--- src/design/ocrd_defs.svh ---
// constants for the option byte clock and remap decoder
// assumes inclusion by bare name from the design top and the test bench
`ifndef OCRD_DEFS_SVH
`define OCRD_DEFS_SVH

// register byte offsets
`define OCRD_OFS_REMAP 4'h0
`define OCRD_OFS_CLKSRC 4'h4
`define OCRD_OFS_SETTLE 4'h8
`define OCRD_OFS_STATUS 4'hC

// option byte reset values
`define OCRD_RST_REMAP 8'h00
`define OCRD_RST_CLKSRC 8'h00
`define OCRD_RST_SETTLE 8'h00

// clock_source_options field positions
`define OCRD_BIT_EXT_IS_CLK 3
`define OCRD_BIT_WAKESEL 2
`define OCRD_BIT_DIV_HI 1
`define OCRD_BIT_DIV_LO 0

// pin_remap_options field positions
`define OCRD_BIT_ALT7 7
`define OCRD_BIT_ALT6 6
`define OCRD_BIT_ALT5 5
`define OCRD_BIT_ALT4 4
`define OCRD_BIT_ALT3 3
`define OCRD_BIT_ALT2 2

// status field positions
`define OCRD_BIT_STABLE 0
`define OCRD_BIT_CONFLICT 1
`define OCRD_BIT_LOADED 2
// control bit, written at the status offset
`define OCRD_BIT_RELOAD 0

// crystal settle codes and their counts in oscillator half cycles
`define OCRD_SETTLE_CODE_2048 8'h00
`define OCRD_SETTLE_CODE_128 8'hB4
`define OCRD_SETTLE_CODE_8 8'hD2
`define OCRD_SETTLE_CODE_HALF 8'hE1
`define OCRD_SETTLE_HALF_2048 13'h1000
`define OCRD_SETTLE_HALF_128 13'h0100
`define OCRD_SETTLE_HALF_8 13'h0010
`define OCRD_SETTLE_HALF_HALF 13'h0001

// wakeup divide ratio to 128 kHz, in quarter steps
`define OCRD_WAKE_DIV_16M 9'h1F4
`define OCRD_WAKE_DIV_8M 9'h0FA
`define OCRD_WAKE_DIV_4M 9'h07D

// converter interrupt
`define OCRD_CONV_IRQ_PRIO 5'h16
`define OCRD_CONV_IRQ_VECTOR 24'h008060

`endif

--- src/design/ocrd_pkg.sv ---
// types for the option byte clock and remap decoder
// assumes nothing beyond a SystemVerilog compiler
package ocrd_pkg;

  typedef enum logic [2:0] {
    ST_LOAD = 3'h1,
    ST_SETTLE = 3'h2,
    ST_RUN = 3'h4
  } ocrd_state_e;

  typedef enum logic [3:0] {
    FN_DEFAULT = 4'h0,
    FN_T1_COMP1 = 4'h1,
    FN_T1_COMP2 = 4'h2,
    FN_T1_CH4 = 4'h3,
    FN_CLK_OUT = 4'h4,
    FN_CONV_TRIG = 4'h5,
    FN_T1_BREAK = 4'h6,
    FN_TOP_IRQ = 4'h7,
    FN_ANALOG2 = 4'h8,
    FN_ANALOG3 = 4'h9,
    FN_SER_CLK = 4'hA
  } ocrd_fn_e;

endpackage

--- src/design/ocrd_settle_if.sv ---
// link between the decoder and its crystal settle counter
// assumes both ends on the same clock
`timescale 1ns/1ps
`default_nettype none
interface ocrd_settle_if;
  logic start;
  logic [12:0] target;
  logic stable;
  modport ctrl (output start, output target, input stable);
  modport counter (input start, input target, output stable);
endinterface
`default_nettype wire

--- src/design/ocrd_top.sv ---
// option byte decoder: clock source, wakeup clock, crystal settle, pin remap
// assumes an Avalon-MM master on REF_CLK and OSC_IN from the oscillator pin
//
// Overview of operation
// ext-clock bit 0 drives crystal on both pins; 1 takes clock on input only.
// wakeup select 0 uses slow internal osc; 1 uses divided fast external osc.
// prescale field divides to 128 kHz: 0x=16 MHz, 10=8 MHz, 11=4 MHz.
// settle code sets stabilisation count: 2048, 128, 8 or half a cycle.
// a remap bit at 0 keeps default functions; only a 1 remaps pins.
// option 7 puts timer1 complementary outputs 1 and 2 on C3 and C4.
// option 6 puts timer1 channel 4 on D7.
// option 5 puts the clock output on D0.
// option 4 takes converter trigger from B4 and timer1 break from B5.
// option 3 takes the top level interrupt from C3.
// option 2 puts analog 2 on C4, analog 3 on D2, serial clock on D4.
// programmer enables at most one remap option per port.
// converter end or watchdog events raise priority 22, vector 0x008060.
// option bytes captured at reset; decoded outputs held until next reset. Here a reload write at the status offset also recaptures them.
//
// The Avalon-MM interface to the registers and the address map were chosen for this implementation.
`timescale 1ns/1ps
`default_nettype none
`include "ocrd_defs.svh"
module ocrd_top (
  input wire logic REF_CLK,
  input wire logic RST_N,
  input wire logic [3:0] AVS_ADDRESS,
  input wire logic AVS_READ,
  input wire logic AVS_WRITE,
  input wire logic [31:0] AVS_WRITEDATA,
  input wire logic [3:0] AVS_BYTEENABLE,
  output logic [31:0] AVS_READDATA,
  output logic AVS_WAITREQUEST,
  input wire logic OSC_IN,
  input wire logic CONV_EOC_EVT,
  input wire logic CONV_AWD_EVT,
  output logic EXT_SOURCE_IS_CLOCK,
  output logic OSC_OUT_DRIVE_EN,
  output logic FAST_OSC_STABLE,
  output logic WAKEUP_CLOCK_SELECT,
  output logic [1:0] WAKEUP_PRESCALE_SEL,
  output logic [8:0] WAKEUP_DIV_QUARTERS,
  output logic [5:0] REMAP_ACTIVE,
  output logic [3:0] PC3_FN,
  output logic [3:0] PC4_FN,
  output logic [3:0] PD7_FN,
  output logic [3:0] PD0_FN,
  output logic [3:0] PB4_FN,
  output logic [3:0] PB5_FN,
  output logic [3:0] PD2_FN,
  output logic [3:0] PD4_FN,
  output logic REMAP_CONFLICT,
  output logic CONV_IRQ_REQ,
  output logic [4:0] CONV_IRQ_PRIO,
  output logic [23:0] CONV_IRQ_VECTOR
);
  ocrd_pkg::ocrd_state_e state;
  ocrd_pkg::ocrd_state_e next_state;
  logic [7:0] pin_remap_options;
  logic [7:0] clock_source_options;
  logic [7:0] oscillator_settle_count;
  logic [7:0] act_remap;
  logic [7:0] act_clk;
  logic [7:0] act_settle;
  logic reload_req;
  logic loaded;
  logic bus_req;
  logic bus_take;
  logic wr_take;
  logic conflict_now;
  logic [31:0] next_readdata;

  ocrd_settle_if sif ();

  // settle count in oscillator half cycles
  function automatic logic [12:0] settle_half(input logic [7:0] code);
    case (code)
      `OCRD_SETTLE_CODE_2048: settle_half = `OCRD_SETTLE_HALF_2048;
      `OCRD_SETTLE_CODE_128: settle_half = `OCRD_SETTLE_HALF_128;
      `OCRD_SETTLE_CODE_8: settle_half = `OCRD_SETTLE_HALF_8;
      `OCRD_SETTLE_CODE_HALF: settle_half = `OCRD_SETTLE_HALF_HALF;
      // undefined codes fall back to the longest wait, the safe side
      default: settle_half = `OCRD_SETTLE_HALF_2048;
    endcase
  endfunction

  // wakeup divide ratio to 128 kHz, quarter steps
  function automatic logic [8:0] wake_div(input logic [1:0] sel);
    case (sel)
      2'h2: wake_div = `OCRD_WAKE_DIV_8M;
      2'h3: wake_div = `OCRD_WAKE_DIV_4M;
      default: wake_div = `OCRD_WAKE_DIV_16M;
    endcase
  endfunction

  // byte lane merge for an eight bit register in lane 0
  function automatic logic [7:0] lane0(input logic [7:0] old, input logic [31:0] wd,
                                       input logic [3:0] be);
    lane0 = be[0] ? wd[7:0] : old;
  endfunction

  // register bus: one wait cycle, then the request completes
  assign bus_req = AVS_READ | AVS_WRITE;
  assign bus_take = bus_req & !AVS_WAITREQUEST;
  assign wr_take = AVS_WRITE & !AVS_WAITREQUEST;

  always_ff @(posedge REF_CLK or negedge RST_N) begin
    if (!RST_N) begin
      AVS_WAITREQUEST <= 1'b1;
    end else if (bus_take) begin
      AVS_WAITREQUEST <= 1'b1;
    end else if (bus_req) begin
      AVS_WAITREQUEST <= 1'b0;
    end
  end

  always_comb begin
    next_readdata = 32'h00000000;
    case (AVS_ADDRESS)
      `OCRD_OFS_REMAP: next_readdata[7:0] = pin_remap_options;
      `OCRD_OFS_CLKSRC: next_readdata[7:0] = clock_source_options;
      `OCRD_OFS_SETTLE: next_readdata[7:0] = oscillator_settle_count;
      `OCRD_OFS_STATUS: begin
        next_readdata[`OCRD_BIT_STABLE] = FAST_OSC_STABLE;
        next_readdata[`OCRD_BIT_CONFLICT] = REMAP_CONFLICT;
        next_readdata[`OCRD_BIT_LOADED] = loaded;
      end
      default: next_readdata = 32'h00000000;
    endcase
  end

  always_ff @(posedge REF_CLK or negedge RST_N) begin
    if (!RST_N) begin
      AVS_READDATA <= 32'h00000000;
    end else if (AVS_READ && AVS_WAITREQUEST) begin
      AVS_READDATA <= next_readdata;
    end
  end

  // stored option bytes; they steer logic only through a capture
  always_ff @(posedge REF_CLK or negedge RST_N) begin
    if (!RST_N) begin
      pin_remap_options <= `OCRD_RST_REMAP;
      clock_source_options <= `OCRD_RST_CLKSRC;
      oscillator_settle_count <= `OCRD_RST_SETTLE;
    end else if (wr_take) begin
      if (AVS_ADDRESS == `OCRD_OFS_REMAP) begin
        pin_remap_options <= lane0(pin_remap_options, AVS_WRITEDATA, AVS_BYTEENABLE);
      end
      if (AVS_ADDRESS == `OCRD_OFS_CLKSRC) begin
        clock_source_options <= lane0(clock_source_options, AVS_WRITEDATA, AVS_BYTEENABLE);
      end
      if (AVS_ADDRESS == `OCRD_OFS_SETTLE) begin
        oscillator_settle_count <= lane0(oscillator_settle_count, AVS_WRITEDATA,
                                         AVS_BYTEENABLE);
      end
    end
  end

  // reload bit acts as an internal option reset
  assign reload_req = wr_take && (AVS_ADDRESS == `OCRD_OFS_STATUS) &&
                      AVS_BYTEENABLE[0] && AVS_WRITEDATA[`OCRD_BIT_RELOAD];

  // capture sequencer
  always_comb begin
    next_state = state;
    case (state)
      ocrd_pkg::ST_LOAD: next_state = ocrd_pkg::ST_SETTLE;
      ocrd_pkg::ST_SETTLE: if (sif.stable) next_state = ocrd_pkg::ST_RUN;
      ocrd_pkg::ST_RUN: next_state = ocrd_pkg::ST_RUN;
      default: next_state = ocrd_pkg::ST_LOAD;
    endcase
    if (reload_req) begin
      next_state = ocrd_pkg::ST_LOAD;
    end
  end

  always_ff @(posedge REF_CLK or negedge RST_N) begin
    if (!RST_N) begin
      state <= ocrd_pkg::ST_LOAD;
    end else begin
      state <= next_state;
    end
  end

  // active copy is sampled only in the load state, never while running
  always_ff @(posedge REF_CLK or negedge RST_N) begin
    if (!RST_N) begin
      act_remap <= `OCRD_RST_REMAP;
      act_clk <= `OCRD_RST_CLKSRC;
      act_settle <= `OCRD_RST_SETTLE;
      loaded <= 1'b0;
    end else if (state == ocrd_pkg::ST_LOAD) begin
      act_remap <= pin_remap_options;
      act_clk <= clock_source_options;
      act_settle <= oscillator_settle_count;
      loaded <= 1'b1;
    end
  end

  // settle counter restarts with every capture
  assign sif.start = (state == ocrd_pkg::ST_LOAD);
  assign sif.target = settle_half(act_settle);

  ocrd_settle u_settle (
    .clk(REF_CLK),
    .rst_n(RST_N),
    .osc_in(OSC_IN),
    .sif(sif)
  );

  always_ff @(posedge REF_CLK or negedge RST_N) begin
    if (!RST_N) begin
      FAST_OSC_STABLE <= 1'b0;
    end else begin
      FAST_OSC_STABLE <= (state == ocrd_pkg::ST_RUN);
    end
  end

  // clock source outputs, refreshed from the held copy
  always_ff @(posedge REF_CLK or negedge RST_N) begin
    if (!RST_N) begin
      EXT_SOURCE_IS_CLOCK <= 1'b0;
      OSC_OUT_DRIVE_EN <= 1'b0;
      WAKEUP_CLOCK_SELECT <= 1'b0;
      WAKEUP_PRESCALE_SEL <= 2'h0;
      WAKEUP_DIV_QUARTERS <= `OCRD_WAKE_DIV_16M;
    end else if (loaded) begin
      EXT_SOURCE_IS_CLOCK <= act_clk[`OCRD_BIT_EXT_IS_CLK];
      // crystal needs the output pin driven; an external clock does not
      OSC_OUT_DRIVE_EN <= !act_clk[`OCRD_BIT_EXT_IS_CLK];
      WAKEUP_CLOCK_SELECT <= act_clk[`OCRD_BIT_WAKESEL];
      WAKEUP_PRESCALE_SEL <= act_clk[`OCRD_BIT_DIV_HI:`OCRD_BIT_DIV_LO];
      WAKEUP_DIV_QUARTERS <= wake_div(act_clk[`OCRD_BIT_DIV_HI:`OCRD_BIT_DIV_LO]);
    end
  end

  // same-port clash: C holds 7,3,2; D holds 6,5,2
  assign conflict_now =
    (act_remap[`OCRD_BIT_ALT7] & act_remap[`OCRD_BIT_ALT3]) |
    (act_remap[`OCRD_BIT_ALT7] & act_remap[`OCRD_BIT_ALT2]) |
    (act_remap[`OCRD_BIT_ALT3] & act_remap[`OCRD_BIT_ALT2]) |
    (act_remap[`OCRD_BIT_ALT6] & act_remap[`OCRD_BIT_ALT5]) |
    (act_remap[`OCRD_BIT_ALT6] & act_remap[`OCRD_BIT_ALT2]) |
    (act_remap[`OCRD_BIT_ALT5] & act_remap[`OCRD_BIT_ALT2]);

  // pin mux selects; on a clash the higher option number wins the pin
  always_ff @(posedge REF_CLK or negedge RST_N) begin
    if (!RST_N) begin
      REMAP_ACTIVE <= 6'h00;
      REMAP_CONFLICT <= 1'b0;
    end else if (loaded) begin
      REMAP_ACTIVE <= act_remap[`OCRD_BIT_ALT7:`OCRD_BIT_ALT2];
      REMAP_CONFLICT <= conflict_now;
    end
  end

  always_ff @(posedge REF_CLK or negedge RST_N) begin
    if (!RST_N) begin
      PC3_FN <= ocrd_pkg::FN_DEFAULT;
    end else if (loaded) begin
      if (act_remap[`OCRD_BIT_ALT7]) begin
        PC3_FN <= ocrd_pkg::FN_T1_COMP1;
      end else if (act_remap[`OCRD_BIT_ALT3]) begin
        PC3_FN <= ocrd_pkg::FN_TOP_IRQ;
      end else begin
        PC3_FN <= ocrd_pkg::FN_DEFAULT;
      end
    end
  end

  always_ff @(posedge REF_CLK or negedge RST_N) begin
    if (!RST_N) begin
      PC4_FN <= ocrd_pkg::FN_DEFAULT;
    end else if (loaded) begin
      if (act_remap[`OCRD_BIT_ALT7]) begin
        PC4_FN <= ocrd_pkg::FN_T1_COMP2;
      end else if (act_remap[`OCRD_BIT_ALT2]) begin
        PC4_FN <= ocrd_pkg::FN_ANALOG2;
      end else begin
        PC4_FN <= ocrd_pkg::FN_DEFAULT;
      end
    end
  end

  always_ff @(posedge REF_CLK or negedge RST_N) begin
    if (!RST_N) begin
      PD7_FN <= ocrd_pkg::FN_DEFAULT;
    end else if (loaded) begin
      PD7_FN <= act_remap[`OCRD_BIT_ALT6] ? ocrd_pkg::FN_T1_CH4
                                           : ocrd_pkg::FN_DEFAULT;
    end
  end

  always_ff @(posedge REF_CLK or negedge RST_N) begin
    if (!RST_N) begin
      PD0_FN <= ocrd_pkg::FN_DEFAULT;
    end else if (loaded) begin
      PD0_FN <= act_remap[`OCRD_BIT_ALT5] ? ocrd_pkg::FN_CLK_OUT
                                           : ocrd_pkg::FN_DEFAULT;
    end
  end

  always_ff @(posedge REF_CLK or negedge RST_N) begin
    if (!RST_N) begin
      PB4_FN <= ocrd_pkg::FN_DEFAULT;
    end else if (loaded) begin
      PB4_FN <= act_remap[`OCRD_BIT_ALT4] ? ocrd_pkg::FN_CONV_TRIG
                                           : ocrd_pkg::FN_DEFAULT;
    end
  end

  always_ff @(posedge REF_CLK or negedge RST_N) begin
    if (!RST_N) begin
      PB5_FN <= ocrd_pkg::FN_DEFAULT;
    end else if (loaded) begin
      PB5_FN <= act_remap[`OCRD_BIT_ALT4] ? ocrd_pkg::FN_T1_BREAK
                                           : ocrd_pkg::FN_DEFAULT;
    end
  end

  always_ff @(posedge REF_CLK or negedge RST_N) begin
    if (!RST_N) begin
      PD2_FN <= ocrd_pkg::FN_DEFAULT;
    end else if (loaded) begin
      PD2_FN <= act_remap[`OCRD_BIT_ALT2] ? ocrd_pkg::FN_ANALOG3
                                           : ocrd_pkg::FN_DEFAULT;
    end
  end

  always_ff @(posedge REF_CLK or negedge RST_N) begin
    if (!RST_N) begin
      PD4_FN <= ocrd_pkg::FN_DEFAULT;
    end else if (loaded) begin
      PD4_FN <= act_remap[`OCRD_BIT_ALT2] ? ocrd_pkg::FN_SER_CLK
                                           : ocrd_pkg::FN_DEFAULT;
    end
  end

  // converter interrupt request, a level that follows either event one cycle later
  always_ff @(posedge REF_CLK or negedge RST_N) begin
    if (!RST_N) begin
      CONV_IRQ_REQ <= 1'b0;
      CONV_IRQ_PRIO <= `OCRD_CONV_IRQ_PRIO;
      CONV_IRQ_VECTOR <= `OCRD_CONV_IRQ_VECTOR;
    end else begin
      CONV_IRQ_REQ <= CONV_EOC_EVT | CONV_AWD_EVT;
      CONV_IRQ_PRIO <= `OCRD_CONV_IRQ_PRIO;
      CONV_IRQ_VECTOR <= `OCRD_CONV_IRQ_VECTOR;
    end
  end
endmodule
`default_nettype wire

--- src/design/ocrd_settle.sv ---
// crystal settle counter: counts oscillator half cycles
// assumes osc_in is asynchronous to clk and far slower than it
`timescale 1ns/1ps
`default_nettype none
module ocrd_settle (
  input wire logic clk,
  input wire logic rst_n,
  input wire logic osc_in,
  ocrd_settle_if.counter sif
);
  logic sync_a;
  logic sync_b;
  logic sync_c;
  logic [12:0] cnt;
  logic stable;
  logic half_edge;

  // sync_a feeds sync_b only
  always_ff @(posedge clk or negedge rst_n) begin
    if (!rst_n) begin
      sync_a <= 1'b0;
      sync_b <= 1'b0;
      sync_c <= 1'b0;
    end else begin
      sync_a <= osc_in;
      sync_b <= sync_a;
      sync_c <= sync_b;
    end
  end

  // each level change is one half cycle of the oscillator
  assign half_edge = sync_b ^ sync_c;

  always_ff @(posedge clk or negedge rst_n) begin
    if (!rst_n) begin
      cnt <= 13'h0000;
      stable <= 1'b0;
    end else if (sif.start) begin
      cnt <= 13'h0000;
      stable <= 1'b0;
    end else if (!stable && half_edge) begin
      cnt <= cnt + 13'h0001;
      if ((cnt + 13'h0001) >= sif.target) begin
        stable <= 1'b1;
      end
    end
  end

  assign sif.stable = stable;
endmodule
`default_nettype wire

--- config.mk ---
export PLATFORM = sky130hd
export DESIGN_NAME = ocrd_top
export DESIGN_NICKNAME = d
export VERILOG_FILES = /design/src/design/ocrd_pkg.sv /design/src/design/ocrd_settle_if.sv /design/src/design/ocrd_top.sv /design/src/design/ocrd_settle.sv
export VERILOG_INCLUDE_DIRS = /design/src /design/src/design
export SDC_FILE = /design/constraint.sdc
export NUM_CORES = 1
export LEC_CHECK = 0
export ABC_AREA = 1
export BUFFER_PORTS_ARGS = -buffer_cell sky130_fd_sc_hd__buf_2
export CAP_MARGIN = 0
export CORE_ASPECT_RATIO = 0.5
export CORE_MARGIN = 2
export CORE_UTILIZATION = 45
export CTS_BUF_LIST = sky130_fd_sc_hd__clkbuf_2
export DETAILED_ROUTE_END_ITERATION = 16
export MAX_ROUTING_LAYER = met4
export PLACE_DENSITY = 0.68
export SLEW_MARGIN = 25
export SYNTH_ARGS = -nofsm -noshare
export SYNTH_HDL_FRONTEND = slang
export SYNTH_HIERARCHICAL = 1
export SYNTH_SLANG_ARGS = --single-unit
--- constraint.sdc ---
create_clock -name REF_CLK -period 2.1 [get_ports REF_CLK]
set_input_delay 0.42 -clock REF_CLK [delete_from_list [all_inputs] [get_ports REF_CLK]]
set_output_delay 0.42 -clock REF_CLK [all_outputs]
set_load 0.005 [all_outputs]
==> reports/metrics.cfg <==
[outcome]
status = complete, no violations

[finish]
drive_gt1_frac = 0.235
n_antenna_cell = 0
finalNetCount = 779
final_util = 0.499
multi_input_area_mm2 = 0.00239
finish.instance_area_mm2 = 0.00586
regArea_mm2 = 0.00238
syn2layout_area_growth_pct = 8.78
n_fill_cell = 1108

[sta]
worstMarginPinSlew_ns = 0.529
period_needed_ns = 2.08
rsz0062_at_grt = yes
setup_tns_ns = 0
final_hold_viol_count = 0
fmax_mhz = 480
period_share = 0.993
finalMaxSlewViolations = 0
fin_skew_ns = 0.0297
setup_viol = 0
slew_headroom = 0.647
timing.hold.ws_ns = 0.0813

[detailed_routing]
dr.pass1.iters = 4
routed_wl_mm = 10.3
post_drt_wl_per_cell_um = 11.6
viasPerCell = 4.49
dr.first_iter.drc_count = 234
antenna_left = 0
drc = 0
vias = 3981

[clock_tree]
cts-htree-levels = 3
clk_pin_slew_ns = 0.26
cts.sinks = 95
cts_tree = yes
max-clock-path-buffers = 2
insertion_delay_ns = 0.58
cts_root_buf = clkbuf_2
numCtsBuffers = 9

[hold_path]
min_path_cells = 3
hold_path_end = AVS_WAITREQUEST
hold_path.class = primary input to register
hold_start = AVS_READ

[logic_synthesis]
syn_area_per_cell_um2 = 8.40
synthArstFlopShare = 1.00
ys_ff_latch = 95
synth_top_flop_cell = dfrtp_1
yosys.area.top_type = dfrtp_1
yosys-top-cells-count = 187 x nand2_1, 90 x dfrtp_1, 85 x buf_4, 61 x inv_1, 43 x nand3_1
synth_warnings = 6
synthTopCellsByArea = dfrtp_1 42%, nand2_1 13%, buf_4 12%
netlist.area_leader.share = 0.418
seq_area_frac_synth = 0.443
yosysMostFrequentCell = nand2_1
synth_area_mm2 = 0.00539
synth-edff-count = 0
yosysUniqueCellTypes = 32
syn_inst = 641

[floorplan]
die_x_um = 159
die_y_um = 81.4
rows = 28
boundaryPins = 164
die_area_mm2 = 0.0129
start_util = 0.459
core_region_area_mm2 = 0.0117

[grt]
grt_pass1_wl_mm = 16.8
track_usage = 0.167
grt_pass1_vias = 3527
grt_max_degree = 36
antenna_found_initial = 0
overflow = 0

[critical_path]
reg2regPathDepth = 14
r2r_setup_slack_ns = 0.02
cp-start-kind = register
worst-setup-path-type = register to register
critPathMaxFanout = 4
worstPathCellList = ha_2 -> inv_1 -> nor2_4 -> nand4_1 -> and2_4 -> ha_4 -> nand2_1 -> nor2_2 -> nand2_1 -> nor2_1 -> nor2_1 -> nand3_1 -> nand2_1 -> nand2_1
r2r-end = u_settle/sif.stable
arrival_ns = 2.60
cpMostUsedCell = nand2_1
cpMaxStageDelayCell = dfrtp_1
critPathCaptureType = register
cp.required_ns = 2.62
worstReg2RegStart = u_settle/cnt[0]
max_stage_delay_ns = 0.45

[place]
dp_hpwl_mm = 7.44
port_buffers = 64
gp_congestion = 0.812
postPlaceCellArea_mm2 = 0.00556

[power_and_ir_drop]
p_per_area_mw_per_mm2 = 875
p_leak_nw = 3.21
ir_worst_vdd_mv = 0.282

[run]
cap_violations = 0

==> flip-flops by register name, indices dropped and copies added (netlist names), 2 cells and up <==
name / flops
act_clk: 4
u_settle/cnt: 13
PC4_FN: 2
clock_source_options: 8
PC3_FN: 2
pin_remap_options: 8
act_settle: 8
WAKEUP_DIV_QUARTERS: 6
act_remap: 6
WAKEUP_PRESCALE_SEL: 2
oscillator_settle_count: 8
REMAP_ACTIVE: 5
state: 3
AVS_READDATA: 8
==> per-layer routing <==
| layer | share of wire | track usage | routed length, um |
|---|---|---|---|
| met2 | 0.47 | 0.274 | 4850 |
| met3 | 0.065 | 0.0388 | 671 |
| met1 | 0.46 | 0.212 | 4730 |
| met5 | 0 | - | 0 |
| met4 | 0.0072 | 0.0468 | 74 |
==> layout by cell type, fill, tap and decap left out, types with 5 or more instances in the layout <==
master / instances
nand2_1: 184
dfrtp_1: 90
conb_1: 81
buf_2: 63
inv_1: 61
nand3_1: 43
o21ai_0: 23
o21ai_2: 23
nor2_1: 17
buf_4: 14
ha_1: 12
nand2_2: 10
nor2_4: 9
clkbuf_2: 9
a21oi_1: 7
o21ai_1: 7
inv_2: 6
dfstp_2: 5
nand4_1: 5
nor2_2: 5
xor2_1: 5
==> repair_timing <==
item / CTS / global route
gates resized for setup: 2 / 20
hold buffers: 4 / 0
pin swaps: 0 / 13
buffers inserted: 1 / 7
gates cloned: 0 / 0
hold endpoints to repair: 30 / 0
endpoints found under the setup margin: 1 / 1
==> metrics by stage <==
stage,instances,total power [mW],setup WS (ns)
2_1_floorplan,720,3.79,0.169
3_3_place_gp,859,4.11,0.0668
3_5_place_dp,859,4.18,0.00264
4_1_cts,880,5.11,0.00426
5_1_grt,887,5.51,-0.185
6_report,887,5.13,0.0150
==> power breakdown <==
| group | internal [mW] | leakage, nW | switching [mW] | total (mW) |
|---|---|---|---|---|
| Clock | 0.277 | 0.0717 | 0.628 | 0.904 |
| Combinational | 0.620 | 1.88 | 0.935 | 1.55 |
| Sequential | 2.29 | 1.25 | 0.376 | 2.67 |
==> how the worst max path moves through the flow <==
stage / startpoint / end / slack, ns / cells past startpoint
6_report: u_settle/cnt[0] / u_settle/sif.stable / 0.02 / 14
5_1_grt: u_settle/cnt[0] / u_settle/sif.stable / -0.19 / 14
4_1_cts: u_settle/cnt[0] / u_settle/sif.stable / 0.004 / 14
3_5_place_dp: u_settle/cnt[0] / u_settle/sif.stable / 0.003 / 14
3_3_place_gp: u_settle/cnt[0] / u_settle/sif.stable / 0.07 / 14
2_1_floorplan: u_settle/cnt[0] / u_settle/sif.stable / 0.17 / 14
==> layout make-up <==
cell class,count,area share
multi-input cells,460,0.408
flip-flops and latches,95,0.407
repair buffers,84,0.0873
inverters,67,0.0429
well taps,165,0.0352
clock inverters,7,0.0117
clock buffers,9,0.00769
==> kinds of logic (layout without fill, tap and decap cells) <==
logic type	after synthesis	in the layout	share of synthesized area
flip-flops	95	95	0.443
other	2	81	0.00139
AND/OR/NAND/NOR	292	292	0.248
buffers and inverters	165	167	0.184
XOR/XNOR	8	8	0.0130
AO/OA/AOI/OAI	64	64	0.0762
adder cells (fa/ha/maj)	15	15	0.0348
==> worst max-delay path: cells and delay by family, from the launching register on <==
| family | cells | cell delay [ns] |
|---|---|---|
| adders and majority gates | 2 | 0.47 |
| buffers and inverters | 1 | 0.07 |
| DFF | 1 | 0.45 |
| and+or+nand+nor | 11 | 1.02 |
(Power assumes the default switching activity.)
